File: src/hw/sipg_consts.vh
// constants for the system instruction privilege gate
`ifndef SIPG_CONSTS_VH
`define SIPG_CONSTS_VH

// ==========================================
// instruction codes (5-bit)
`define SIPG_OP_LD_GTAB 5'h0_0
`define SIPG_OP_ST_GTAB 5'h0_1
`define SIPG_OP_LD_ITAB 5'h0_2
`define SIPG_OP_ST_ITAB 5'h0_3
`define SIPG_OP_LD_LTAB 5'h0_4
`define SIPG_OP_ST_LTAB 5'h0_5
`define SIPG_OP_LD_TASK 5'h0_6
`define SIPG_OP_ST_TASK 5'h0_7
`define SIPG_OP_CR_RD 5'h0_8
`define SIPG_OP_CR_WR 5'h0_9
`define SIPG_OP_LD_SW 5'h0_a
`define SIPG_OP_ST_SW 5'h0_b
`define SIPG_OP_CLR_TS 5'h0_c
`define SIPG_OP_ADJ_RL 5'h0_d
`define SIPG_OP_LD_AR 5'h0_e
`define SIPG_OP_LD_SL 5'h0_f
`define SIPG_OP_CHK_RD 5'h1_0
`define SIPG_OP_CHK_WR 5'h1_1
`define SIPG_OP_DBG_MV 5'h1_2
`define SIPG_OP_C_DROP 5'h1_3
`define SIPG_OP_C_FLUSH 5'h1_4
`define SIPG_OP_TLB_PG 5'h1_5
`define SIPG_OP_HALT 5'h1_6
`define SIPG_OP_MGMT_X 5'h1_7
`define SIPG_OP_MR_RD 5'h1_8
`define SIPG_OP_MR_WR 5'h1_9
`define SIPG_OP_PERF_RD 5'h1_a
`define SIPG_OP_TSC_RD 5'h1_b
`define SIPG_OP_FP 5'h1_c
`define SIPG_OP_SIMD_FP 5'h1_d
`define SIPG_OP_LOCK 5'h1_e
`define SIPG_OP_FEATQ 5'h1_f

// ==========================================
// field positions
`define SIPG_TS_BIT 3
`define SIPG_TSD_BIT 2
`define SIPG_PCE_BIT 8
`define SIPG_SIMDX_BIT 10
`define SIPG_SW_MSB 15
`define SIPG_THR_MSB 3
`define SIPG_FEATQ_LM_BIT 32

// ==========================================
// control register numbers and reset values
`define SIPG_CR_NUM_PRIO 4'h8
`define SIPG_CR_NUM_MAX 4'h4
`define SIPG_CR_RESET 64'h0000_0000_0000_0000
`define SIPG_THR_RESET 4'h0
`define SIPG_PL_KERNEL 2'h0

`endif

File: src/hw/sipg_priv_check.v
// privilege and mode check for one decoded system instruction
`timescale 1ns/1ps
`default_nettype none
`include "sipg_consts.vh"

module sipg_priv_check (
    input wire [4:0] i_op,
    input wire [1:0] i_cpl,
    input wire i_long_mode,
    input wire i_tsd,
    input wire i_pce,
    output reg o_gp,
    output reg o_ud
);

wire kernel = (i_cpl == `SIPG_PL_KERNEL);

// ==========================================
// classification
always @* begin
    o_gp = 1'b0;
    o_ud = 1'b0;
    case (i_op)
        `SIPG_OP_LD_GTAB, `SIPG_OP_LD_ITAB, `SIPG_OP_LD_LTAB,
        `SIPG_OP_LD_TASK, `SIPG_OP_CR_RD, `SIPG_OP_CR_WR,
        `SIPG_OP_DBG_MV, `SIPG_OP_LD_SW, `SIPG_OP_CLR_TS,
        `SIPG_OP_C_DROP, `SIPG_OP_C_FLUSH, `SIPG_OP_TLB_PG,
        `SIPG_OP_HALT, `SIPG_OP_MGMT_X, `SIPG_OP_MR_RD,
        `SIPG_OP_MR_WR: begin
            o_gp = !kernel;
        end
        `SIPG_OP_ADJ_RL: begin
            o_ud = i_long_mode;
        end
        `SIPG_OP_TSC_RD: begin
            o_gp = i_tsd && !kernel;
        end
        `SIPG_OP_PERF_RD: begin
            o_gp = !i_pce && !kernel;
        end
        default: begin
            // stores, segment checks, lock prefix: any level
            o_gp = 1'b0;
        end
    endcase
end

endmodule // sipg_priv_check
`default_nettype wire

File: src/hw/sipg_gate.v
// system instruction decoder with privilege gate and system registers
//
// Behaviour
// - simd exception flag set: unmasked simd fp exception raises simd fault
// - simd exception flag clear: unmasked simd fp exception raises undefined op
// - simd fault comes only from packed simd fp instructions
// - threshold bits 3:0 block priorities up to it; 0 blocks only priority 0, 15 all off
// - priority register reachable only in 64-bit mode, support reported by query
// - table/task loads, control moves and similar run only at level 0
// - table/task stores, status store, segment checks run at any level
// - perf and timestamp reads at level 3 governed by two extended flags
// - adjust requestor level unsupported in 64-bit mode
// - global table load copies base and limit in; store copies them out
// - interrupt table load copies base and limit in; store copies them out
// - local table load takes selector and descriptor; store gives selector
// - task load takes selector and descriptor; store gives selector
// - status word load and store touch bits 15:0 of main control only
// - floating point with task switched flag set raises no device fault
// - clear task switched clears the flag, ending no device faults
// - control move transfers registers 0,1,2,3,4 whole and bits 3:0 of register 8
// - feature query reports each optional extended flag except perf enable
// - task switched flag is bit 3 of main control
// - timestamp-read block flag bit 2 limits timestamp read to level 0
// - perf-enable bit 8 lets perf read run anywhere, else level 0 only
`timescale 1ns/1ps
`default_nettype none
`include "sipg_consts.vh"

module sipg_gate #(
    // implemented optional extended control flags (bit set = present)
    parameter [31:0] EXT_IMPL = 32'h0000_07ff,
    // 64-bit extension present
    parameter [0:0] LONG_SUPPORT = 1'b1
) (
    input wire i_ref_clk,
    input wire i_rst,
    input wire i_valid,
    input wire [4:0] i_op,
    input wire [1:0] i_cpl,
    input wire i_long_mode,
    input wire [3:0] i_cr_num,
    input wire [63:0] i_operand,
    input wire [15:0] i_limit,
    input wire [15:0] i_selector,
    input wire [63:0] i_desc,
    input wire i_simd_exc,
    input wire [3:0] i_irq_prio,
    output reg o_done,
    output reg o_fault_gp,
    output reg o_fault_ud,
    output reg o_fault_nm,
    output reg o_fault_xf,
    output reg [63:0] o_result,
    output reg [15:0] o_result_limit,
    output reg o_irq_pass,
    output reg [63:0] o_main_ctrl,
    output reg [63:0] o_ext_ctrl,
    output reg [3:0] o_task_priority_threshold,
    output reg [63:0] o_global_table_base,
    output reg [15:0] o_global_table_limit,
    output reg [63:0] o_interrupt_table_base,
    output reg [15:0] o_interrupt_table_limit,
    output reg [15:0] o_local_table_sel,
    output reg [63:0] o_local_table_desc,
    output reg [15:0] o_task_sel,
    output reg [63:0] o_task_desc
);

// ==========================================
// control register file: index 0..4, entries 0 and 4 mirrored out
reg [63:0] ctrl_file [0:4];
wire cr_sel_file = (i_cr_num <= `SIPG_CR_NUM_MAX);
wire cr_sel_prio = (i_cr_num == `SIPG_CR_NUM_PRIO);
wire [2:0] cr_idx = i_cr_num[2:0];
// priority register exists only with the extension, in 64-bit mode
wire prio_ok = cr_sel_prio && LONG_SUPPORT && i_long_mode;
wire cr_num_ok = cr_sel_file || prio_ok;

wire ts_flag = ctrl_file[0][`SIPG_TS_BIT];
wire tsd_flag = ctrl_file[4][`SIPG_TSD_BIT];
wire pce_flag = ctrl_file[4][`SIPG_PCE_BIT];
wire simdx_flag = ctrl_file[4][`SIPG_SIMDX_BIT];

// ==========================================
// privilege check
wire chk_gp;
wire chk_ud;

sipg_priv_check u_check (
    .i_op(i_op),
    .i_cpl(i_cpl),
    .i_long_mode(i_long_mode),
    .i_tsd(tsd_flag),
    .i_pce(pce_flag),
    .o_gp(chk_gp),
    .o_ud(chk_ud)
);

wire is_cr = (i_op == `SIPG_OP_CR_RD) || (i_op == `SIPG_OP_CR_WR);
wire is_fp = (i_op == `SIPG_OP_FP) || (i_op == `SIPG_OP_SIMD_FP);

// ==========================================
// fault resolution: protection first, then opcode, then device
reg next_gp;
reg next_ud;
reg next_nm;
reg next_xf;

always @* begin
    next_gp = 1'b0;
    next_ud = 1'b0;
    next_nm = 1'b0;
    next_xf = 1'b0;
    if (i_valid) begin
        if (chk_gp) begin
            next_gp = 1'b1;
        end else if (chk_ud || (is_cr && !cr_num_ok)) begin
            next_ud = 1'b1;
        end else if (is_fp && ts_flag) begin
            next_nm = 1'b1;
        end else if (i_op == `SIPG_OP_SIMD_FP && i_simd_exc) begin
            // only the packed simd class can reach this branch
            next_xf = simdx_flag;
            next_ud = !simdx_flag;
        end
    end
end

wire faulted = next_gp || next_ud || next_nm || next_xf;
wire exec = i_valid && !faulted;

// ==========================================
// result of a store or read
reg [63:0] next_result;
reg [15:0] next_limit;

always @* begin
    next_result = 64'h0000_0000_0000_0000;
    next_limit = 16'h0000;
    case (i_op)
        `SIPG_OP_ST_GTAB: begin
            next_result = o_global_table_base;
            next_limit = o_global_table_limit;
        end
        `SIPG_OP_ST_ITAB: begin
            next_result = o_interrupt_table_base;
            next_limit = o_interrupt_table_limit;
        end
        `SIPG_OP_ST_LTAB: begin
            next_result = {48'h0000_0000_0000, o_local_table_sel};
        end
        `SIPG_OP_ST_TASK: begin
            next_result = {48'h0000_0000_0000, o_task_sel};
        end
        `SIPG_OP_ST_SW: begin
            next_result = {48'h0000_0000_0000,
                ctrl_file[0][`SIPG_SW_MSB:0]};
        end
        `SIPG_OP_CR_RD: begin
            if (cr_sel_prio) begin
                next_result = {60'h00_0000_0000_0000,
                    o_task_priority_threshold};
            end else if (cr_sel_file) begin
                next_result = ctrl_file[cr_idx];
            end
        end
        `SIPG_OP_FEATQ: begin
            // perf enable has no presence report, always shown absent
            next_result[31:0] = EXT_IMPL &
                ~(32'h0000_0001 << `SIPG_PCE_BIT);
            next_result[`SIPG_FEATQ_LM_BIT] = LONG_SUPPORT;
        end
        default: begin
            next_result = 64'h0000_0000_0000_0000;
        end
    endcase
end

// ==========================================
// register updates; a faulted instruction changes nothing
genvar gi;
generate
    for (gi = 0; gi <= 4; gi = gi + 1) begin : g_cr
        always @(posedge i_ref_clk) begin
            if (i_rst) begin
                ctrl_file[gi] <= `SIPG_CR_RESET;
            end else if (exec) begin
                if (i_op == `SIPG_OP_CR_WR && cr_sel_file &&
                    cr_idx == gi) begin
                    ctrl_file[gi] <= i_operand;
                end else if (gi == 0 && i_op == `SIPG_OP_LD_SW) begin
                    ctrl_file[gi][`SIPG_SW_MSB:0] <=
                        i_operand[`SIPG_SW_MSB:0];
                end else if (gi == 0 && i_op == `SIPG_OP_CLR_TS) begin
                    ctrl_file[gi][`SIPG_TS_BIT] <= 1'b0;
                end
            end
        end
    end
endgenerate

// ==========================================
// table and task registers; each loads only on its own instruction
always @(posedge i_ref_clk) begin
    if (i_rst) begin
        o_global_table_base <= 64'h0000_0000_0000_0000;
        o_global_table_limit <= 16'h0000;
    end else if (exec && i_op == `SIPG_OP_LD_GTAB) begin
        o_global_table_base <= i_operand;
        o_global_table_limit <= i_limit;
    end
end

always @(posedge i_ref_clk) begin
    if (i_rst) begin
        o_interrupt_table_base <= 64'h0000_0000_0000_0000;
        o_interrupt_table_limit <= 16'h0000;
    end else if (exec && i_op == `SIPG_OP_LD_ITAB) begin
        o_interrupt_table_base <= i_operand;
        o_interrupt_table_limit <= i_limit;
    end
end

always @(posedge i_ref_clk) begin
    if (i_rst) begin
        o_local_table_sel <= 16'h0000;
        o_local_table_desc <= 64'h0000_0000_0000_0000;
    end else if (exec && i_op == `SIPG_OP_LD_LTAB) begin
        o_local_table_sel <= i_selector;
        o_local_table_desc <= i_desc;
    end
end

always @(posedge i_ref_clk) begin
    if (i_rst) begin
        o_task_sel <= 16'h0000;
        o_task_desc <= 64'h0000_0000_0000_0000;
    end else if (exec && i_op == `SIPG_OP_LD_TASK) begin
        o_task_sel <= i_selector;
        o_task_desc <= i_desc;
    end
end

// the priority register is written only where it exists in this mode
always @(posedge i_ref_clk) begin
    if (i_rst) begin
        o_task_priority_threshold <= `SIPG_THR_RESET;
    end else if (exec && i_op == `SIPG_OP_CR_WR && prio_ok) begin
        o_task_priority_threshold <= i_operand[`SIPG_THR_MSB:0];
    end
end

// ==========================================
// answer registers and mirrors
// every answer stands for exactly the one cycle after its request
always @(posedge i_ref_clk) begin
    if (i_rst) begin
        o_done <= 1'b0;
    end else begin
        o_done <= i_valid;
    end
end

// the priority chain above keeps the four fault flags exclusive
always @(posedge i_ref_clk) begin
    if (i_rst) begin
        o_fault_gp <= 1'b0;
    end else begin
        o_fault_gp <= next_gp;
    end
end

always @(posedge i_ref_clk) begin
    if (i_rst) begin
        o_fault_ud <= 1'b0;
    end else begin
        o_fault_ud <= next_ud;
    end
end

always @(posedge i_ref_clk) begin
    if (i_rst) begin
        o_fault_nm <= 1'b0;
    end else begin
        o_fault_nm <= next_nm;
    end
end

always @(posedge i_ref_clk) begin
    if (i_rst) begin
        o_fault_xf <= 1'b0;
    end else begin
        o_fault_xf <= next_xf;
    end
end

// a faulted request returns zero so no stale data leaks out
always @(posedge i_ref_clk) begin
    if (i_rst) begin
        o_result <= 64'h0000_0000_0000_0000;
    end else begin
        o_result <= exec ? next_result : 64'h0000_0000_0000_0000;
    end
end

always @(posedge i_ref_clk) begin
    if (i_rst) begin
        o_result_limit <= 16'h0000;
    end else begin
        o_result_limit <= exec ? next_limit : 16'h0000;
    end
end

// a class passes only above the threshold; 15 blocks all
always @(posedge i_ref_clk) begin
    if (i_rst) begin
        o_irq_pass <= 1'b0;
    end else begin
        o_irq_pass <= (i_irq_prio > o_task_priority_threshold);
    end
end

// mirrors lag the internal file by one cycle to stay flop-driven
always @(posedge i_ref_clk) begin
    if (i_rst) begin
        o_main_ctrl <= `SIPG_CR_RESET;
    end else begin
        o_main_ctrl <= ctrl_file[0];
    end
end

always @(posedge i_ref_clk) begin
    if (i_rst) begin
        o_ext_ctrl <= `SIPG_CR_RESET;
    end else begin
        o_ext_ctrl <= ctrl_file[4];
    end
end

endmodule // sipg_gate
`default_nettype wire

File: config.mk
export PLATFORM = sky130hd
export DESIGN_NAME = sipg_gate
export DESIGN_NICKNAME = d
export VERILOG_FILES = /design/src/hw/sipg_priv_check.v /design/src/hw/sipg_gate.v
export VERILOG_INCLUDE_DIRS = /design/src /design/src/hw
export SDC_FILE = /design/constraint.sdc
export NUM_CORES = 1
export LEC_CHECK = 0
export ABC_CLOCK_PERIOD_IN_PS = 5300
export BUFFER_PORTS_ARGS = -buffer_cell sky130_fd_sc_hd__buf_2
export CAP_MARGIN = 10
export CELL_PAD_IN_SITES_DETAIL_PLACEMENT = 2
export CELL_PAD_IN_SITES_GLOBAL_PLACEMENT = 2
export CORE_AREA = 5 5 332 334
export CTS_CLUSTER_DIAMETER = 200
export DETAILED_ROUTE_END_ITERATION = 12
export DIE_AREA = 0 0 337 339
export PLACE_DENSITY_LB_ADDON = 0.1
export SYNTH_ARGS = -nofsm -noshare
export SYNTH_HDL_FRONTEND = slang
export SYNTH_HIERARCHICAL = 1
export SYNTH_SLANG_ARGS = --single-unit
export TNS_END_PERCENT = 5
File: constraint.sdc
create_clock -name i_ref_clk -period 5.3 [get_ports i_ref_clk]
set_input_delay 0 -clock i_ref_clk [delete_from_list [all_inputs] [get_ports i_ref_clk]]
set_output_delay 0 -clock i_ref_clk [all_outputs]
set_load 0.005 [all_outputs]
Yosys cells after proc, flatten, opt, wreduce, memory -nomap -nowiden. Memories as Yosys holds them, arrays and structs flattened. Cells that the tools add are included.

Flip-flop bits (word level): 538. RAM bits: 320. Bits of input ports: 180. Output and inout port bits: 538. Logic and storage cells: 160. Memories kept: 1.

Memory list: ctrl_file (depth 5, width 64, rd ports 3, clocked after Yosys merged registers in 0, wr ports 5, line sipg_gate.v:71) `reg [63:0] ctrl_file [0:4];`.

$lt $le $gt $ge: 2. Eq/ne operators: 31. Mux-type cells: 63. Bitwise logic cells: 8. Reduce and logical (&&, ||, !) cells: 36.

Operators with widths (count): two-way mux 64 bit (7); one-hot mux 33 bit (7 select lines) (1); one-hot mux 31 bit (3 select lines) (1); == test 5 bit, second input constant (13); two-way mux 1 bit (51); one-hot mux 16 bit (2 select lines) (1); == test 5 x 4 -> 1 bit, second input constant (6); == test 5 x 3 -> 1 bit, second input constant (4); logical AND 1 bit (19); two-way mux 16 bit (1); OR reduction 16 bit (1); == test 5 x 2 -> 1 bit, second input constant (2); logical OR 1 bit (7); bitwise OR 1 bit (7); == test 3 x 2 -> 1 bit, second input constant (2); == test 5 x 1 -> 1 bit, second input constant (1); zero test 1 bit (5); zero test 5 bit (1); == test 4 bit, second input constant (1); > comparator 4 bit (1); <= comparator 4 x 3 -> 1 bit, second input constant (1); == test 3 x 1 -> 1 bit, second input constant (1); == test 3 bit, second input constant (1); zero test 3 bit (1); 4 further kinds (4).

Logic depth before layout (Yosys ltp). Gate-level depths: netlist of the first run.

Word-level depth: 20. Depth in mapped cells: 10. Depth with buffers taken out: 8.

Hierarchy. Netlist of the first run, hierarchy kept.

Modules (own cells, without submodules): sipg_gate (times used 1, cells an instance 2988, area each 32807.7 um^2, sequential area each 20379.5 um^2); sipg_priv_check (times used 1, cells an instance 15, area each 95.1 um^2, sequential area each 0.0 um^2).

Least setup slack after synthesis of the first run. OpenSTA, ideal clock, no wires.

Kind: reg-to-reg. Start point: mem ctrl_file[4][8]. End point: mem ctrl_file[2][0] (enable). Library setup time: 499 ps. Arrival time: 4664 ps. Data required time: 4801 ps. Path slack: 136 ps. Cell stages (with the launch flop): 8. Buffers on the path: 0. Clock period less this slack: 5164 ps. Path through: edfxtp_1 > nor3b_1 > o31ai_1 > a41oi_1 > or3b_2 > a31oi_4 > nand3_1 > o21bai_1.

RTL lines (line): from (decl) (sipg_gate.v:71).

==> run summary, run 1 <==
clock tree root driver cell = clkbuf_16
DRC violation total after the first TritonRoute iteration = 1382
Worst Setup Start Kind = primary input
Hold Path Origin = i_cpl[0]
# fillers = 11330
total count of hold-check failures in the final report = 0
number of setup violations in the final report = 0
power per unit of standard cell area = 344.1 mW/mm^2
RSZ-0062 raised after global routing = no
warning count from the yosys run = 6
Static Leakage = 17.32 nW
Core Util, Final = 0.4020
end point of the most critical hold path = o_fault_gp$_SDFF_PP0_
area share of the largest cell type after synthesis = 0.3273
worst hold path cell count = 4
Slowest-stage cell, CP = clkinv_2
initial core utilization = 0.3087
final cycle utilization of the critical path = 0.7072
area of the core = 0.1066 mm^2
number of nets produced by synthesis = 3187
Inst Count DP = 4949
latest clock arrival within the worst-skew pair = 670 ps
count of boundary I/O pins = 718
TritonCTS clock tree = done
Vias per Instance = 4.991
most congested layer reported by global routing = met2
area occupied by registers = 0.02038 mm^2
# Post-CTS Setup Buffers = 0
net total in the final layout = 4007
ordered cell list for the critical path = dlygate4sd3_1 -> buf_2 -> nor2b_4 -> nor4b_1 -> or3b_2 -> a31oi_4 -> a41oi_1 -> clkinv_2 -> buf_4
biggest fanout along the worst timing path = 26
area overhead of the layout relative to synthesis = 30.24%
global-route congestion overflow total = 0
start of the worst register-to-register path = ctrl_file[4][8]$_SDFFCE_PN0P_
Synth area leader = dfxtp_1
R2R Setup Slk = 1690 ps
synthesized area per cell = 10.96 um^2
synthesized cell area = 0.03290 mm^2
number of unique standard cell types used by synthesis = 65
antenna violations before repair = 11
final-layout worst hold slack = 68.46 ps
pin count of the biggest net entering global routing = 203
gate count of the mapped netlist = 3003
depth of the most critical reg-to-reg path = 8
number of flops mapped to enable cells by yosys = 320
met1 Use GR = 0.2873
minimum clock period = 3748 ps
worst-case clock buffer depth = 3
worst-case headroom to the max-slew limit = 0.1739
register area share after synthesis = 0.6194
clock skew = 18.01 ps
Std-Cell Rows = 120
routability congestion estimate = 0.8536
number of cells upsized or downsized after cts = 0
share of post-route cells with drive strength above 1 = 0.2766
area taken by multi-input logic gates = 0.01159 mm^2
clock sink count = 858
global-route usage over all layers = 0.2407
timing startpoint of the critical path = i_op[3]
critical path start-end classification = primary input to flop
synth top area cells = dfxtp_1 33%, edfxtp_1 29%, nand2_1 7.9%
mean routed wirelength per cell = 26.64 um
antenna violation net count after detailed routing = 0
data arrival time of the critical path = 4110 ps
iteration count of the initial detailed-routing pass = 7
die area = 0.1142 mm^2
final non-filler cell total = 5316
maximum resistive drop on vdd = 0.2376 mV
global-route wire length before repair = 205.4 mm
setup TNS after final layout = 0 ps
Crit path largest cell delay = 690 ps
number of buffers inserted during clock tree synthesis = 102
Critical R2R Capture = ctrl_file[4][60]$_SDFFCE_PN0P_
min-delay worst type = primary input to flop
Vert. Die Dim = 339 um
number of hold buffers added after CTS = 173
fmax = 266.8 MHz
routed vias = 26530
Buffers on Ports = 717
result of the run = completed
Die X-Extent = 337 um
critical path capture point type = flop
met2 track demand over resource = 0.4301
Detailed Place HPWL = 95.47 mm
dominant register cell in the synthesized netlist = dfxtp_1
Total Wirelength = 141.6 mm
H-Tree Depth = 3
most repeated cell in the gate-level netlist after synthesis = nand2_1
# DRC = 0
proportion of register bits with asynchronous set or reset after synthesis = 0
slew at the pin closest to its max-slew limit = 1239 ps
number of storage elements in the synthesis netlist = 858
synth cell count leaders = 690 x nand2_1, 538 x dfxtp_1, 359 x a21oi_1, 324 x and2_1, 320 x edfxtp_1
final count of pins violating max slew = 0
number of global-route vias before repair = 29650
number of max-cap violations = 0
CTS clk-pin slew, worst paths = 60 ps
M3 GR Usage = 0.06586
Worst Path Required = 5660 ps
## placed cells by master (no fill, tap or decap), types with 36 or more instances in the layout
master and count:
buf_2 713, nand2_1 688, dfxtp_1 538, a21oi_1 359, and2_1 323, edfxtp_1 320, dlygate4sd3_1 173, nor2b_1 131
clkbuf_16 106, nor2_1 76, mux2_2 64, mux4_2 63, a22oi_1 39, buf_4 36
## metrics by stage
step,setup slack [ps],area (um^2),power (mW)
6_report,1552,42850,14.75
5_1_grt,1341,42850,15.26
4_1_cts,1586,42850,14.94
3_5_place_dp,1458,37790,7.817
3_3_place_gp,1590,37790,7.797
2_1_floorplan,136.2,32900,7.430
## state kept, by name (all words and copies together), names as in the netlist
signal and count:
ctrl_file 320, o_done 1, o_ext_ctrl 64, o_fault_gp 1, o_fault_nm 1, o_fault_ud 1, o_fault_xf 1, o_global_table_base 64
o_global_table_limit 16, o_interrupt_table_base 64, o_interrupt_table_limit 16, o_irq_pass 1, o_local_table_desc 64, o_local_table_sel 16, o_main_ctrl 64, o_result 64
o_result_limit 16, o_task_desc 64, o_task_priority_threshold 4, o_task_sel 16
## kinds of logic (layout without fill, tap and decap cells)
| group | Yosys count | in the layout | synth area share |
|---|---|---|---|
| flops | 858 | 858 | 0.6194 |
| buf+inv | 226 | 1135 | 0.03267 |
| mux | 145 | 145 | 0.07050 |
| compound gates | 492 | 492 | 0.08944 |
| simple gates | 1277 | 1277 | 0.1862 |
| other cells | 0 | 1 | 0 |
| xor+xnor | 1 | 1 | 0.0002662 |
| fa+ha+maj | 4 | 4 | 0.001521 |
## worst max path at each step
stage / to / cells after the start / slack [ps]
floorplan: ctrl_file[2][0]$_SDFFCE_PN0P_ / 7 / 140
detailed placement: ctrl_file[0][22]$_SDFFCE_PP0P_ / 8 / 1460
global placement: ctrl_file[4][5]$_SDFFCE_PN0P_ / 9 / 1590
finish: ctrl_file[0][22]$_SDFFCE_PP0P_ / 9 / 1550
global route: ctrl_file[0][22]$_SDFFCE_PP0P_ / 9 / 1340
CTS: ctrl_file[0][24]$_SDFFCE_PP0P_ / 9 / 1590
## layer usage
layer  share of wire  routed length, um
met1            0.40              57150
met2            0.51              71810
met3           0.069               9747
met4           0.020               2872
met5         0.00039                 55
## cell type report
type	count	area share
well taps	1403	0.04096
flip-flops and latches	858	0.4756
inverters	10	0.0009051
repair buffers	932	0.1343
clock inverters	46	0.007416
multi-input cells	1919	0.2706
diodes	1	0.00005840
clock buffers	147	0.07016
## worst max-delay path: cells and delay by family
family / cells / cell delay, ps
and+or+nand+nor: 3 / 1240
buffers and inverters: 4 / 2130
AOI/OAI and AO/OA: 2 / 650
## power breakdown
| group | switching (mW) | internal [mW] |
|---|---|---|
| Sequential | 0.0542 | 6.93 |
| Clock | 2.90 | 4.08 |
| Combinational | 0.481 | 0.309 |
| Total | 3.43 | 11.3 |
No activity file was read; power rests on OpenSTA's default activity.
==> run 2: changes to the inputs <==
Settings changed: ABC_AREA set to 1, ABC_CLOCK_PERIOD_IN_PS 5300 to 3900, CORE_AREA 5 5 332 334 to 5 5 335 337, DIE_AREA 0 0 337 339 to 0 0 340 342.
Clock period 5.3 ns to 3.9 ns, I/O delays scaled along.
==> run 2 against run 1 <==
Largest power group unchanged. Clock power grew 36%. Core utilization grew 0.89 points. Die area grew 1.8%. Wire length grew 4.8%. Area after synthesis grew 5.2%. Highest routed layer unchanged. Final cell count grew 20%. Cell area grew 4.1%. Hold slack gained 49 ps. Critical path type is now flop to flop. Combinational power grew 84%.
==> run summary, run 2 <==
R2R Setup Slk = 320 ps
total power = 20.45 mW
warning count from the yosys run = 6
most used cells in the layout excluding fill and tap cells = 858 x nor2_1, 716 x buf_2, 675 x nand2_1
most common cell after layout, fill and taps aside = nor2_1
number of global-route vias before repair = 34220
RSZ-0062 raised after global routing = yes
worst-case clock buffer depth = 3
fmax = 279.5 MHz
clock skew = 14.57 ps
TritonCTS clock tree = done
register share of total power = 0.465
global-route wire length before repair = 220.9 mm
routability congestion estimate = 0.8048
most used cell, CP = nand2_1
number of nets produced by synthesis = 4285
final cycle utilization of the critical path = 0.9173
final non-filler cell total = 6376
most repeated cell in the gate-level netlist after synthesis = nor2_1
result of the run = completed
Buffers on Ports = 717
Total Wirelength = 148.4 mm
clock sink count = 858
synth top area cells = dfxtp_1 31%, edfxtp_1 28%, nor2_1 9.4%
antenna violation net count after detailed routing = 0
Hold Path Origin = i_long_mode
critical path capture point type = flop
number of flops mapped to enable cells by yosys = 320
Biggest register = ctrl_file
combined buffer and inverter count along the critical path = 5
latest clock arrival within the worst-skew pair = 680 ps
maximum resistive drop on vdd = 0.3193 mV
synthesized cell area = 0.03463 mm^2
start of the worst register-to-register path = ctrl_file[4][8]$_SDFFCE_PN0P_
synth cell count leaders = 865 x nor2_1, 681 x nand2_1, 538 x dfxtp_1, 400 x a21oi_1, 382 x nand3_1
data arrival time of the critical path = 3930 ps
H-Tree Depth = 3
share of post-route cells with drive strength above 1 = 0.1937
net total in the final layout = 5054
power per unit of standard cell area = 458.5 mW/mm^2
initial core utilization = 0.3190
clock tree root driver cell = clkbuf_16
DRC violation total after the first TritonRoute iteration = 1765
depth of the most critical reg-to-reg path = 18
switching component of the power = 4.949 mW
Std-Cell Rows = 121
synthesized area per cell = 8.444 um^2
area of the core = 0.1086 mm^2
Worst Setup Start Kind = flop
# DRC = 0
area share of the largest cell type after synthesis = 0.3110
final-layout worst hold slack = 117.1 ps
number of buffers inserted during clock tree synthesis = 100
final count of pins violating max slew = 0
gate count of the mapped netlist = 4101
CTS clk-pin slew, worst paths = 60 ps
global-route congestion overflow total = 0
routed vias = 31930
area occupied by registers = 0.02038 mm^2
Static Leakage = 20.03 nW
number of unique standard cell types used by synthesis = 35
min-delay worst type = primary input to flop
total count of hold-check failures in the final report = 0
worst hold path cell count = 6
critical path start-end classification = flop to flop
number of storage elements in the synthesis netlist = 858
# Post-CTS Setup Buffers = 0
Synth area leader = dfxtp_1
Die X-Extent = 340 um
cell family contributing the most delay on the critical path = simple AND/OR/NAND/NOR gates
Slowest-stage cell, CP = dlygate4sd3_1
number of max-cap violations = 0
ordered cell list for the critical path = inv_1 -> nand2_1 -> nand2_1 -> nand2_1 -> nand2_1 -> nor2_1 -> dlygate4sd3_1 -> nor2_1 -> inv_1 -> nand2_1 -> nor2_1 -> nand3_1 -> nand2_1 -> nor2_4 -> buf_4 -> nand2_1 -> nand2_4 -> buf_4
Crit path largest cell delay = 540 ps
die area = 0.1163 mm^2
register area share after synthesis = 0.5885
Worst Setup Slack, final = 322.6 ps
number of setup violations in the final report = 0
worst-case headroom to the max-slew limit = 0.2471
minimum clock period = 3577 ps
count of boundary I/O pins = 718
antenna violations before repair = 17
# fillers = 12120
Detailed Place HPWL = 97.75 mm
slew at the pin closest to its max-slew limit = 1129 ps
internal cell power = 15.50 mW
Vert. Die Dim = 342 um
area taken by multi-input logic gates = 0.01159 mm^2
sw frac = 0.2420
proportion of register bits with asynchronous set or reset after synthesis = 0
dominant register cell in the synthesized netlist = dfxtp_1
part of the total power dissipated in the clock network = 0.464
iteration count of the initial detailed-routing pass = 5
combinational share of power = 0.071
worst slack at placement = 815.2 ps
global-route usage over all layers = 0.2469
Worst Path Required = 4260 ps
biggest fanout along the worst timing path = 22
mean routed wirelength per cell = 23.27 um
flip-flop count of the largest register, all copies and words added = 320
pin count of the biggest net entering global routing = 166
Vias per Instance = 5.008
end point of the most critical hold path = o_task_priority_threshold[1]$_SDFFE_PP0P_
Inst Count DP = 5999
area overhead of the layout relative to synthesis = 28.79%
Critical R2R Capture = ctrl_file[4][57]$_SDFFCE_PN0P_
==> run 2: cell count changes after synthesis, moves of 41 or more <==
| cell | delta |
|---|---|
| mux2_2 | -64 |
| nor2_1 | +784 |
| o21ai_0 | +86 |
| a21oi_1 | +41 |
| nand3_1 | +370 |
| nor2b_1 | -131 |
| mux4_2 | -63 |
| and2_1 | -324 |
| buf_1 | +53 |
| inv_1 | +351 |
| buf_4 | +54 |
==> run 2: cell type report <==
type                    instances  share of cell area
repair buffers                962              0.1375
diodes                         10           0.0005611
multi-input cells            2580              0.2598
inverters                     368             0.03137
clock inverters                21            0.005920
clock buffers                 163             0.06818
flip-flops and latches        858              0.4570
well taps                    1414             0.03967
==> run 2: how the worst max path moves through the flow <==
stage / from / endpoint / cells after the start
after floorplan: ctrl_file[4][8]$_SDFFCE_PN0P_ / ctrl_file[3][0]$_SDFFCE_PN0P_ / 17
after global placement: ctrl_file[4][8]$_SDFFCE_PN0P_ / ctrl_file[1][33]$_SDFFCE_PN0P_ / 16
after detailed placement: ctrl_file[4][8]$_SDFFCE_PN0P_ / ctrl_file[1][40]$_SDFFCE_PN0P_ / 16
after CTS: ctrl_file[4][8]$_SDFFCE_PN0P_ / ctrl_file[1][60]$_SDFFCE_PN0P_ / 17
after global routing: ctrl_file[4][8]$_SDFFCE_PN0P_ / o_interrupt_table_base[39]$_SDFFE_PP0P_ / 18
final: ctrl_file[4][8]$_SDFFCE_PN0P_ / ctrl_file[4][57]$_SDFFCE_PN0P_ / 18
==> run 2: what timing repair did <==
item                                   4_1_cts  5_1_grt
endpoints found under the hold margin      677        0
hold buffers                               183        0
setup endpoints to repair                    0       62
resized for setup                            0        2
==> run 2: metrics by stage <==
step | instance area, um^2 | setup TNS (ps) | util
after floorplan | 34630 | -137830 | -
after global placement | 39430 | 0 | 0.3632
after detailed placement | 39430 | 0 | 0.3632
after CTS | 44570 | 0 | 0.4106
after global routing | 44580 | -138.3 | 0.4107
final | 44600 | 0 | 0.4108
==> run 2: cell families after synthesis <==
logic type,count (synthesis),synth area share
DFF,858,0.5885
adders and majority gates,4,0.001445
AOI/OAI and AO/OA,604,0.09799
and+or+nand+nor,1972,0.2318
buffers and inverters,663,0.08021
==> run 2: worst min-delay path, cell delays in order <==
cell	delay (ps)
buf_2	160
nand3_1	150
nor3_1	120
nand2_2	170
nor2_1	60
nor2_1	80
==> run 2: metal layers <==
layer  global-route usage  part of all wire  vias up
li1                     -                 -    14880
met1               0.3056              0.42    16070
met2               0.4284              0.49      793
met3              0.06287             0.063      189
met4              0.06729             0.028        2
met5                    0          0.000088        -
==> run 2: power groups by stage <==
stage	combinational (mW)	sequential, mW	clock [mW]
global placement	1.29	9.69	0
global route	1.59	9.51	10.1
finish	1.45	9.50	9.49
CTS	1.47	9.50	9.77
floorplan	0.756	9.68	0
detailed placement	1.31	9.70	0
